<file path="src/test_xfer_pkg.sv">
// constants for the test, copy and wait decoder
package test_xfer_pkg;
    // ----------------------------------------------------------------
    // opcodes
    // ----------------------------------------------------------------
    localparam logic [7:0] OP_TEST_DIR = 8'h3d;
    localparam logic [7:0] OP_TEST_ACC = 8'h4d;
    localparam logic [7:0] OP_TEST_IDX = 8'h5d;
    localparam logic [7:0] OP_TEST_IX1 = 8'h6d;
    localparam logic [7:0] OP_TEST_IX = 8'h7d;
    localparam logic [7:0] OP_COPY_IDX = 8'h9f;
    localparam logic [7:0] OP_WAIT = 8'h8f;
    localparam logic [3:0] HI_BIT_BRANCH = 4'h0;
    localparam logic [3:0] HI_WORD_IDX = 4'hd;
    // ----------------------------------------------------------------
    // cycle counts per instruction
    // ----------------------------------------------------------------
    localparam logic [3:0] CYC_TEST_DIR = 4'h4;
    localparam logic [3:0] CYC_TEST_REG = 4'h3;
    localparam logic [3:0] CYC_TEST_IX1 = 4'h5;
    localparam logic [3:0] CYC_TEST_IX = 4'h4;
    localparam logic [3:0] CYC_COPY = 4'h2;
    localparam logic [3:0] CYC_WAIT = 4'h2;
    localparam logic [3:0] CYC_HANDOFF = 4'h1;
    // ----------------------------------------------------------------
    // operand byte counts and result fields
    // ----------------------------------------------------------------
    localparam logic [1:0] NEED_NONE = 2'h0;
    localparam logic [1:0] NEED_ONE = 2'h1;
    localparam logic [1:0] NEED_TWO = 2'h2;
    localparam int SIGN_BIT = 7;
    localparam logic [7:0] ZERO_BYTE = 8'h00;
    localparam logic [15:0] ZERO_ADDR = 16'h0000;

    typedef enum logic [1:0] {
        MODE_NONE,
        MODE_DIRECT,
        MODE_BYTE_OFS,
        MODE_WORD_OFS
    } addr_mode_t;
endpackage

</file>
<file path="src/operand_if.sv">
// operand byte carrier between decoder and collector
`timescale 1ns/100ps
`default_nettype none
interface operand_if;
    logic start;
    logic [1:0] need;
    logic byte_valid;
    logic [7:0] byte_data;
    logic byte_req;
    logic ready;
    logic [7:0] first_b;
    logic [7:0] second_b;

    modport collector (input start, need, byte_valid, byte_data, output byte_req, ready, first_b, second_b);
    modport decoder (output start, need, byte_valid, byte_data, input byte_req, ready, first_b, second_b);
endinterface
`default_nettype wire

</file>
<file path="src/operand_collect.sv">
// gathers up to two operand bytes in fetch order
`timescale 1ns/100ps
`default_nettype none
module operand_collect (
    input wire logic clk,
    input wire logic reset,
    operand_if.collector ops
);
    logic [1:0] left_q, left_d;
    logic [7:0] first_q, second_q;
    logic ready_q;
    wire take = ops.byte_req && ops.byte_valid;

    // ----------------------------------------------------------------
    // byte counting
    // ----------------------------------------------------------------
    assign ops.byte_req = (left_q != test_xfer_pkg::NEED_NONE);
    assign left_d = ops.start ? ops.need : (take ? left_q - 2'h1 : left_q);
    assign ops.ready = ready_q;
    assign ops.first_b = first_q;
    assign ops.second_b = second_q;

    // first byte is high/address byte, second is low/offset byte
    always_ff @(posedge clk or posedge reset) begin
        if (reset) begin
            left_q <= test_xfer_pkg::NEED_NONE;
            first_q <= test_xfer_pkg::ZERO_BYTE;
            second_q <= test_xfer_pkg::ZERO_BYTE;
            ready_q <= 1'b0;
        end else begin
            left_q <= left_d;
            ready_q <= take && (left_q == test_xfer_pkg::NEED_ONE);
            if (take) begin
                first_q <= (left_q == test_xfer_pkg::NEED_TWO || ops.need == test_xfer_pkg::NEED_ONE) ?
                           ops.byte_data : first_q;
                second_q <= ops.byte_data;
            end
        end
    end
endmodule // operand_collect
`default_nettype wire

</file>
<file path="src/flat_wrapper.sv">
// flat-port wrapper written by rule: the top's interface ports become plain ports
module operand_collect_flat 
  (clk, reset, ops_start, ops_need, ops_byte_valid, ops_byte_data, ops_byte_req, ops_ready, ops_first_b, ops_second_b);
  operand_if ops_i ();
  input wire logic clk;
  input wire logic reset;
  input wire logic [$bits(ops_i.start)-1:0] ops_start;
  input wire logic [$bits(ops_i.need)-1:0] ops_need;
  input wire logic [$bits(ops_i.byte_valid)-1:0] ops_byte_valid;
  input wire logic [$bits(ops_i.byte_data)-1:0] ops_byte_data;
  output wire logic [$bits(ops_i.byte_req)-1:0] ops_byte_req;
  output wire logic [$bits(ops_i.ready)-1:0] ops_ready;
  output wire logic [$bits(ops_i.first_b)-1:0] ops_first_b;
  output wire logic [$bits(ops_i.second_b)-1:0] ops_second_b;
  assign ops_i.start = ops_start;
  assign ops_i.need = ops_need;
  assign ops_i.byte_valid = ops_byte_valid;
  assign ops_i.byte_data = ops_byte_data;
  assign ops_byte_req = ops_i.byte_req;
  assign ops_ready = ops_i.ready;
  assign ops_first_b = ops_i.first_b;
  assign ops_second_b = ops_i.second_b;
  operand_collect u_core (.clk(clk), .reset(reset), .ops(ops_i));
endmodule
</file>
<file path="config.mk">
export PLATFORM = sky130hd
export DESIGN_NAME = operand_collect_flat
export DESIGN_NICKNAME = d
export VERILOG_FILES = /design/src/test_xfer_pkg.sv /design/src/operand_if.sv /design/src/operand_collect.sv /design/src/flat_wrapper.sv
export SDC_FILE = /design/constraint.sdc
export NUM_CORES = 1
export LEC_CHECK = 0
export ABC_AREA = 0
export BUFFER_PORTS_ARGS = -buffer_cell sky130_fd_sc_hd__buf_2
export CAP_MARGIN = 20
export CORE_MARGIN = 5
export CORE_UTILIZATION = 52
export CTS_BUF_LIST = sky130_fd_sc_hd__clkbuf_8
export DETAILED_ROUTE_END_ITERATION = 8
export PLACE_DENSITY_LB_ADDON = 0.2
export SLEW_MARGIN = 20
export SYNTH_ARGS = -nofsm -noshare
export SYNTH_HDL_FRONTEND = slang
export SYNTH_SLANG_ARGS = --single-unit
</file>
<file path="constraint.sdc">
create_clock -name clk -period 4.4 [get_ports clk]
set_clock_uncertainty 0.15 [all_clocks]
set_input_delay 0.44 -clock clk [delete_from_list [all_inputs] [get_ports clk]]
set_output_delay 0.44 -clock clk [all_outputs]
set_load 0.005 [all_outputs]
</file>
# ---- After elaboration in Yosys (flattened, before gate mapping)
# Index checks and enable logic that the tools add are counted.
dict set report word_totals {
  reg_bits 19
  latch_bits 0
  mem_bits_rw 0
  rom_bits 0
  in_bits 14
  elab_cells 16
  n_memories 0
}
dict set report classes {
  addsub 1
  mul 0
  div 0
  n_lt_le_gt_ge 0
  eq_ne 3
  shifts 0
  mux 2
  bitwise_logic 0
  reduce_logical 6
}
# cell count
set op_table {}
lappend op_table {{equality test 2 x 1 -> 1 bit (second input constant)} 2}
lappend op_table {{two-way mux 2 bit} 2}
lappend op_table {{nonzero test 2 bit} 2}
lappend op_table {{equality test 2 bit (second input constant)} 1}
lappend op_table {{logical AND 1 bit} 2}
lappend op_table {{AND reduction 2 bit} 1}
lappend op_table {{subtractor 2 x 1 -> 2 bit (second input constant)} 1}
lappend op_table {{logical OR 1 bit} 1}

# ---- Longest topological paths before layout
# Gate-level depths: netlist of the first run.
dict set report depth {
  ltp_word 4
  ltp_mapped 6
  ltp_nobuf 5
}

# ---- Least setup slack after synthesis of the first run
# Ideal clock, no wire load.
dict set report synth_timing {
  kind {register to register}
  startpoint {register u_core.left_q[0]}
  endpoint {register u_core.second_q[0] (netlist: u_core.ops.second_b[0])}
  setup_time_ps 125
  t_arrival_ps 1282
  required_ps 4125
  path_slack_ps 2843
  path_stages_with_launch 6
  path_buffers 1
  path_cell_list {dfrtp_1 -> inv_1 -> ha_1 -> nor2b_4 -> buf_8 -> mux2_2}
}
dict set report synth_via {
  elab_chain_len 2
}
# item line
set synth_rtl {}
lappend synth_rtl {{from (decl)} operand_collect.sv:9} ;# logic [1:0] left_q, left_d;
lappend synth_rtl {{from (signal assigned)} operand_collect.sv:26} ;# left_q <= test_xfer_pkg::NEED_NONE;
lappend synth_rtl {{from (signal assigned)} operand_collect.sv:31} ;# left_q <= left_d;
lappend synth_rtl {{nonzero test 2 bit} operand_collect.sv:17} ;# assign ops.byte_req = (left_q != test_xfer_pkg::NEED_NONE);
lappend synth_rtl {{logical AND 1 bit} operand_collect.sv:12} ;# wire take = ops.byte_req && ops.byte_valid;
lappend synth_rtl {{to (signal assigned)} operand_collect.sv:28} ;# second_q <= test_xfer_pkg::ZERO_BYTE;
lappend synth_rtl {{to (signal assigned)} operand_collect.sv:36} ;# second_q <= ops.byte_data;
lappend synth_rtl {{to (decl)} operand_collect.sv:10} ;# logic [7:0] first_q, second_q;
# No other way between the ends.
# A chain may end at the register's enable or synchronous reset.

# ---- Worst setup path after layout of the first run
dict set report layout_timing {
  startpoint {register u_core.left_q[0]}
  endpoint {register u_core.first_q[2] (netlist: u_core.ops.first_b[2])}
}
dict set report layout_via {
  elab_chain_len 3
  word_cells_on_any_way 5
  classes_between {1 x eq/ne; 4 x reduce/logical}
}
# item line
set layout_rtl {}
lappend layout_rtl {{equality test 2 bit or nonzero test 2 bit (tied branches)} {operand_collect.sv:34, operand_collect.sv:17}}
lappend layout_rtl {{logical OR 1 bit or logical AND 1 bit (tied branches)} {operand_collect.sv:34, operand_collect.sv:12}}
lappend layout_rtl {{AND reduction 2 bit (no line) (*)} -}
lappend layout_rtl {{to (signal assigned)} operand_collect.sv:27} ;# first_q <= test_xfer_pkg::ZERO_BYTE;
lappend layout_rtl {{to (signal assigned)} operand_collect.sv:34} ;# first_q <= (left_q == test_xfer_pkg::NEED_TWO || ops.need == test_xfer_pkg::NEED_ONE) ?
lappend layout_rtl {{to (decl)} operand_collect.sv:10}
# Mark *: on every way between the ends. The rest lies on a longest branch, timed or not.

==> results of run 1 <==
==> routing by layer <==
layer	GRT usage [%]	vias to the layer above	wire length, um
li1	-	245	-
met1	15.2	262	586
met2	25.5	23	795
met3	4.22	3	132
met4	5.24	0	20
met5	0	-	0
==> critical path: cells and delay by family, from the launching register on <==
kind | cells | cell delay, ps
fa+ha+maj | 1 | 250
mux | 1 | 310
compound gates | 1 | 180
flops | 1 | 390
simple gates | 1 | 360
buf+inv | 1 | 80
==> registers in the layout (all words and copies together) (netlist names) <==
register             count
u_core.ops.second_b      8
u_core.ops.first_b       8
u_core.ops.ready         1
u_core.left_q            2
==> worst min-delay path by stage <==
stage                     startpoint                     to  depth (start not counted)
2_1_floorplan                  reset       u_core.left_q[0]                          1
3_3_place_gp   u_core.ops.first_b[1]  u_core.ops.first_b[1]                          1
3_5_place_dp   u_core.ops.first_b[5]  u_core.ops.first_b[5]                          1
4_1_cts                        reset  u_core.ops.first_b[5]                          2
5_1_grt                        reset  u_core.ops.first_b[0]                          2
6_report                       reset  u_core.ops.first_b[5]                          2
==> where the power goes <==
group / switching [mW] / internal, mW / leakage, nW
Sequential: 0.0230 / 0.225 / 0.225
Clock: 0.0559 / 0.0629 / 0.0255
Combinational: 0.0618 / 0.0867 / 0.261
Total: 0.141 / 0.375 / 0.512
==> kinds of logic (layout without fill, tap and decap cells) <==
| logic type | count (synthesis) | in the layout | share of synthesized area, % |
|---|---|---|---|
| mux | 17 | 17 | 23.6 |
| fa+ha+maj | 3 | 3 | 4.63 |
| compound gates | 3 | 3 | 3.24 |
| xor+xnor | 1 | 1 | 1.08 |
| flops | 19 | 19 | 58.6 |
| buf+inv | 5 | 39 | 3.70 |
| simple gates | 5 | 5 | 5.09 |
==> placed cells by master, fill, tap and decap left out <==
cell	synthesis	routed
clkbuf_8	0	3
and2_1	1	1
nor2b_4	2	2
nand2_1	2	2
o21ai_0	2	2
o21ai_4	1	1
inv_1	4	4
buf_2	0	31
clkinv_2	0	1
dfrtp_1	19	19
ha_1	3	3
xnor2_1	1	1
mux2_2	17	17
==> metrics by stage <==
step	util (%)	total power [mW]	setup slack, ps
2_1_floorplan	-	0.334	2840
3_3_place_gp	65.2	0.396	2670
3_5_place_dp	65.2	0.403	2610
4_1_cts	68.3	0.522	2580
5_1_grt	68.3	0.554	2520
6_report	68.3	0.516	2580
==> layout make-up <==
cell class                      count  area (sq um)
Clock buffer                        3          41.3
Clock inverter                      1          5.00
Fill cell                         109           472
Inverter                            4          15.0
Multi-Input combinational cell     29           305
Sequential cell                    19           475
Tap cell                           16          20.0
Timing Repair Buffer               31           155
==> summary.txt, run 1 <==
Logic synthesis
  • Netlist cell types: 11
  • Post-synth EDFFs: 0
  • Main area contributors after synthesis: dfrtp_1 (59%), mux2_2 (24%), ha_1 (4.6%)
  • Most common library cells after synthesis: dfrtp_1 (19), mux2_2 (17), inv_1 (4), ha_1 (3)
  • Yosys warns: 0
  • Post-synth top area share: 58.6%
  • Most common cell in the netlist: dfrtp_1
  • Async SR Flop Fraction: 100%
  • Cells after Synth: 53
  • Dominant synthesized flop cell: dfrtp_1
  • Mapped Area: 811 sq um
  • Synth Net Count: 70
  • Seq cells post-synth: 19
  • Sequential area share after synthesis: 58.6%
  • Synth area leader: dfrtp_1
  • Syn Area/Cell: 15.3 sq um

Clock tree
  • Clock tree buffer depth: 2
  • Cts bufs inserted: 3
  • Latest clock arrival within the worst-skew pair: 250 ps
  • Post-CTS Hold Fix Bufs: 0
  • Post-CTS setup buffers: 0
  • Sink Count: 19
  • H-tree Lvls: 1
  • CTS root buf: clkbuf_8
  • Post-CTS sizing: 0
  • TritonCTS clock tree: yes
  • CTS clk-pin slew, worst paths: 70 ps

Floorplanning
  • Core box area: 1490 sq um
  • Die X-Extent: 49.5 um
  • Initial Utilization: 54.5%
  • Die area: 2450 sq um
  • Placement Rows: 14
  • I/O Pins: 32
  • Chip height: 49.5 um

Critical path
  • Worst Setup EP: u_core.ops.first_b[2]
  • Critical Path Sink Type: flop
  • Critical-path cell list: inv_1 > ha_1 > nor2b_4 > o21ai_4 > mux2_2
  • Worst-path fanout max: 12
  • CP startpoint: u_core.left_q[0]
  • Max incr delay on CP: 390 ps
  • Setup Crit Path Kind: reg2reg
  • Reg2reg start: u_core.left_q[0]
  • Critical Path Slowest Stage Cell: dfrtp_1
  • Worst-case reg-to-reg path depth: 5
  • Setup slack, reg-to-reg: 2580 ps
  • Critical R2R Capture: u_core.ops.first_b[2]
  • Arrival time at the worst endpoint: 1810 ps
  • Crit path required time: 4390 ps
  • Worst Setup Start Kind: flop

Timing
  • Tightest Pin Transition: 702 ps
  • Final setup vio count: 0
  • Final slew viol count: 0
  • Max Clk Rate: 549 MHz
  • RSZ-0062 raised after global routing: no
  • Period utilization: 41.4%
  • Minimum clock period: 1820 ps
  • Worst rel slew slack: 53.1%
  • Post-route setup TNS: 0 ps
  • Final hold violations: 0
  • Worst hold slack: 131 ps

Flow run
  • Max_cap viols: 0

GRT
  • Tot GR Track Use: 14.1%
  • First-pass GRT wire length: 2660 um
  • GRT overflow: 0
  • Vias in the first global route: 574
  • Initial antenna violation count: 0
  • Largest net degree at the start of global routing: 20

Routing
  • DRC: 0
  • Drt total wl: 1540 um
  • Routed wire length per instance: 14.9 um
  • Vias/cell: 5.17
  • Routed vias: 533
  • Iteration-0 DRC Markers: 1
  • DR pass1 iterations: 2
  • Antenna-violating nets left: 0

Placed design
  • I/O Buffers: 31
  • Detailed Place HPWL: 1160 um
  • GP Congestion: 0.711
  • DP Area: 971 sq um
  • Placed cell count: 99

Power and ir drop
  • Leakage: 0.512 nW
  • PwrDens: 507 nW/um^2
  • Peak VDD IR: 312 uV

Min path
  • Hold Path Class: in2async

Final layout
  • Fin nets: 105
  • Area growth, synth to finish: 25.5%
  • N_diodes: 0
  • Layout cells sized above 1: 63.2%
  • Final Non-Filler Cells: 103
  • Design area: 1020 sq um

Run status
  • Result of the run: finished, final reports clean
Power figures use the tool's default switching activity.
==> run 2: changes to the inputs <==
- ABC_AREA: 0 -> 1
- CORE_UTILIZATION: 52 -> 50
- clock period: 4.4 -> 1.7 ns (I/O delays scaled with it)
==> run 2 against run 1 <==
Hold slack worse by 120 ps. Total power grew to 3.0 times the previous value. Synthesized cell count up 79%. Global-route usage up 1.5 points.
==> summary.txt, run 2 <==
Final layout
  • Final Non-Filler Cells: 161
  • Fin nets: 154
  • Fillcell total: 156
  • Layout cells sized above 1: 34.6%
  • Most frequent cells in the layout: nand2_1 (43), buf_2 (31), dfrtp_1 (19)
  • Most common cell after layout, fill and taps aside: nand2_1
  • N_diodes: 0
  • Layout Utilization: 68.4%
  • Area growth, synth to finish: 32.5%

Floorplanning
  • Core box area: 1710 sq um
  • Die X-Extent: 52.0 um
  • Initial Utilization: 51.6%
  • Die area: 2700 sq um
  • Chip height: 52.0 um
  • I/O Pins: 32
  • Placement Rows: 15

Clock tree
  • Sink Count: 19
  • Clock tree buffer depth: 2
  • Post-CTS sizing: 0
  • H-tree Lvls: 1
  • CTS root buf: clkbuf_8
  • Cts bufs inserted: 3
  • Post-CTS Hold Fix Bufs: 8
  • TritonCTS clock tree: yes
  • Latest clock arrival within the worst-skew pair: 250 ps
  • CTS clk-pin slew, worst paths: 70 ps
  • Post-CTS setup buffers: 0

Power and ir drop
  • Sequential share of power: 45.4%
  • PwrDens: 1340 nW/um^2
  • Total power draw: 1.56 mW
  • Clk network pwr share: 19.6%
  • Gate power share: 35.1%
  • Switching portion of total power: 34.6%
  • Internal Power: 1.02 mW
  • Leakage: 0.675 nW
  • Sw Pwr: 541 uW
  • Peak VDD IR: 840 uV

Routing
  • Routed wire length per instance: 11.7 um
  • Vias/cell: 4.60
  • DR pass1 iterations: 4
  • Iteration-0 DRC Markers: 10
  • Routed vias: 740
  • Antenna-violating nets left: 0
  • DRC: 0
  • Drt total wl: 1890 um

Logic synthesis
  • Post-synth EDFFs: 0
  • Syn Area/Cell: 9.27 sq um
  • Netlist cell types: 15
  • Main area contributors after synthesis: dfrtp_1 (54%), nand2_1 (18%), nand2_4 (5.1%)
  • Sequential area share after synthesis: 54.0%
  • Most common library cells after synthesis: nand2_1 (43), dfrtp_1 (19), inv_1 (7), nand3_1 (6), nand2_4 (4)
  • Cells after Synth: 95
  • Most common cell in the netlist: nand2_1
  • Synth area leader: dfrtp_1
  • Post-synth top area share: 54.0%
  • Dominant synthesized flop cell: dfrtp_1
  • Yosys warns: 0
  • Synth Net Count: 112
  • Async SR Flop Fraction: 100%
  • Seq cells post-synth: 19
  • Mapped Area: 881 sq um

GRT
  • Initial antenna violation count: 0
  • Largest net degree at the start of global routing: 20
  • Tot GR Track Use: 15.6%
  • Vias in the first global route: 772
  • First-pass GRT wire length: 3110 um
  • GRT overflow: 0

Timing
  • Period utilization: 88.7%
  • Post-route setup TNS: 0 ps
  • Minimum clock period: 1510 ps
  • Final slew viol count: 0
  • Tightest Pin Transition: 693 ps
  • Final setup vio count: 0
  • Final hold violations: 0
  • Final Worst Setup Slack: 193 ps
  • Worst rel slew slack: 53.8%
  • Max Clk Rate: 664 MHz
  • RSZ-0062 raised after global routing: no

Critical path
  • Critical Path Slowest Stage Cell: dfrtp_1
  • CP delay by family, top: flip-flops
  • Buf+Inv Stages, Crit Path: 3
  • Critical R2R Capture: u_core.ops.first_b[0]
  • Worst-path fanout max: 17
  • Worst-case reg-to-reg path depth: 8
  • Setup slack, reg-to-reg: 190 ps
  • Worst Setup Start Kind: flop
  • Crit path depth: 8
  • Critical-path cell list: inv_1 > ha_1 > inv_2 > nand2_4 > inv_8 > nand2_4 > nand2_1 > nand2_1
  • Arrival time at the worst endpoint: 1500 ps
  • Max incr delay on CP: 380 ps
  • Reg2reg start: u_core.left_q[0]
  • Crit path required time: 1690 ps
  • Critical Path Sink Type: flop
  • Setup Crit Path Kind: reg2reg

Flow run
  • Max_cap viols: 0

Placed design
  • I/O Buffers: 31
  • Pre-CTS setup slack: 215 ps
  • GP Congestion: 0.791
  • Placed cell count: 149
  • Detailed Place HPWL: 1460 um

Min path
  • Hold Path Class: in2reg
  • HP Start: ops_byte_data[6]
  • Hold Path End: u_core.ops.second_b[6]
  • WHS Path Cells: 3

Run status
  • Result of the run: finished, final reports clean
[run 2: cell count changes in the layout (fill, tap and decap cells not counted), moves of 3 or more]
cell	before	now
nand2_1	2	43
nand2_4	0	4
dlygate4sd3_1	0	8
nand3_1	0	6
inv_1	4	7
mux2_2	17	0
[run 2: cell type report]
type | instances | area, sq um | area share, %
flip-flops and latches | 19 | 475 | 40.7
multi-input cells | 65 | 338 | 28.9
inverters | 9 | 41.3 | 3.54
well taps | 25 | 31.3 | 2.68
clock buffers | 3 | 41.3 | 3.54
clock inverters | 1 | 5.00 | 0.429
repair buffers | 39 | 235 | 20.2
[run 2: worst max-delay path by stage]
stage | startpoint | end | slack [ps]
floorplan | u_core.left_q[0] | u_core.left_q[0] | 360
global placement | u_core.left_q[0] | u_core.ops.first_b[7] | 300
detailed placement | u_core.left_q[0] | u_core.ops.first_b[0] | 210
CTS | u_core.left_q[0] | u_core.ops.first_b[0] | 200
global route | u_core.left_q[0] | u_core.ops.first_b[1] | 100
finish | u_core.left_q[0] | u_core.ops.first_b[0] | 190
[run 2: tightest hold or removal path: stages]
cell     delay, ps
buf_2          100
nand2_1         50
nand2_1         60
[run 2: per-stage QoR]
stage	hold WS (ps)	area, sq um
CTS	14.6	1170
floorplan	-28.9	881
global placement	152	1040
detailed placement	163	1040
finish	8.56	1170
global route	14.4	1170
[run 2: cell families (layout without fill, tap and decap cells)]
kind of cell    count (synthesis)  in the layout  share of synthesized area, %
simple gates                   58             58                          31.0
flops                          19             19                          54.0
buf+inv                        11             52                          7.67
compound gates                  4              4                          3.13
fa+ha+maj                       3              3                          4.26
[run 2: metal layers]
layer	global-route usage [%]	wire (um)
met5	0	0
met4	8.30	44
met3	2.29	125
met2	27.6	879
met1	17.7	838
[run 2: power by group through the flow]
stage	registers [mW]	logic, mW	clock network (mW)
after floorplan	0.725	0.300	0
after global placement	0.710	0.527	0
after detailed placement	0.717	0.542	0
after CTS	0.708	0.560	0.311
after global routing	0.731	0.626	0.344
final	0.709	0.548	0.306
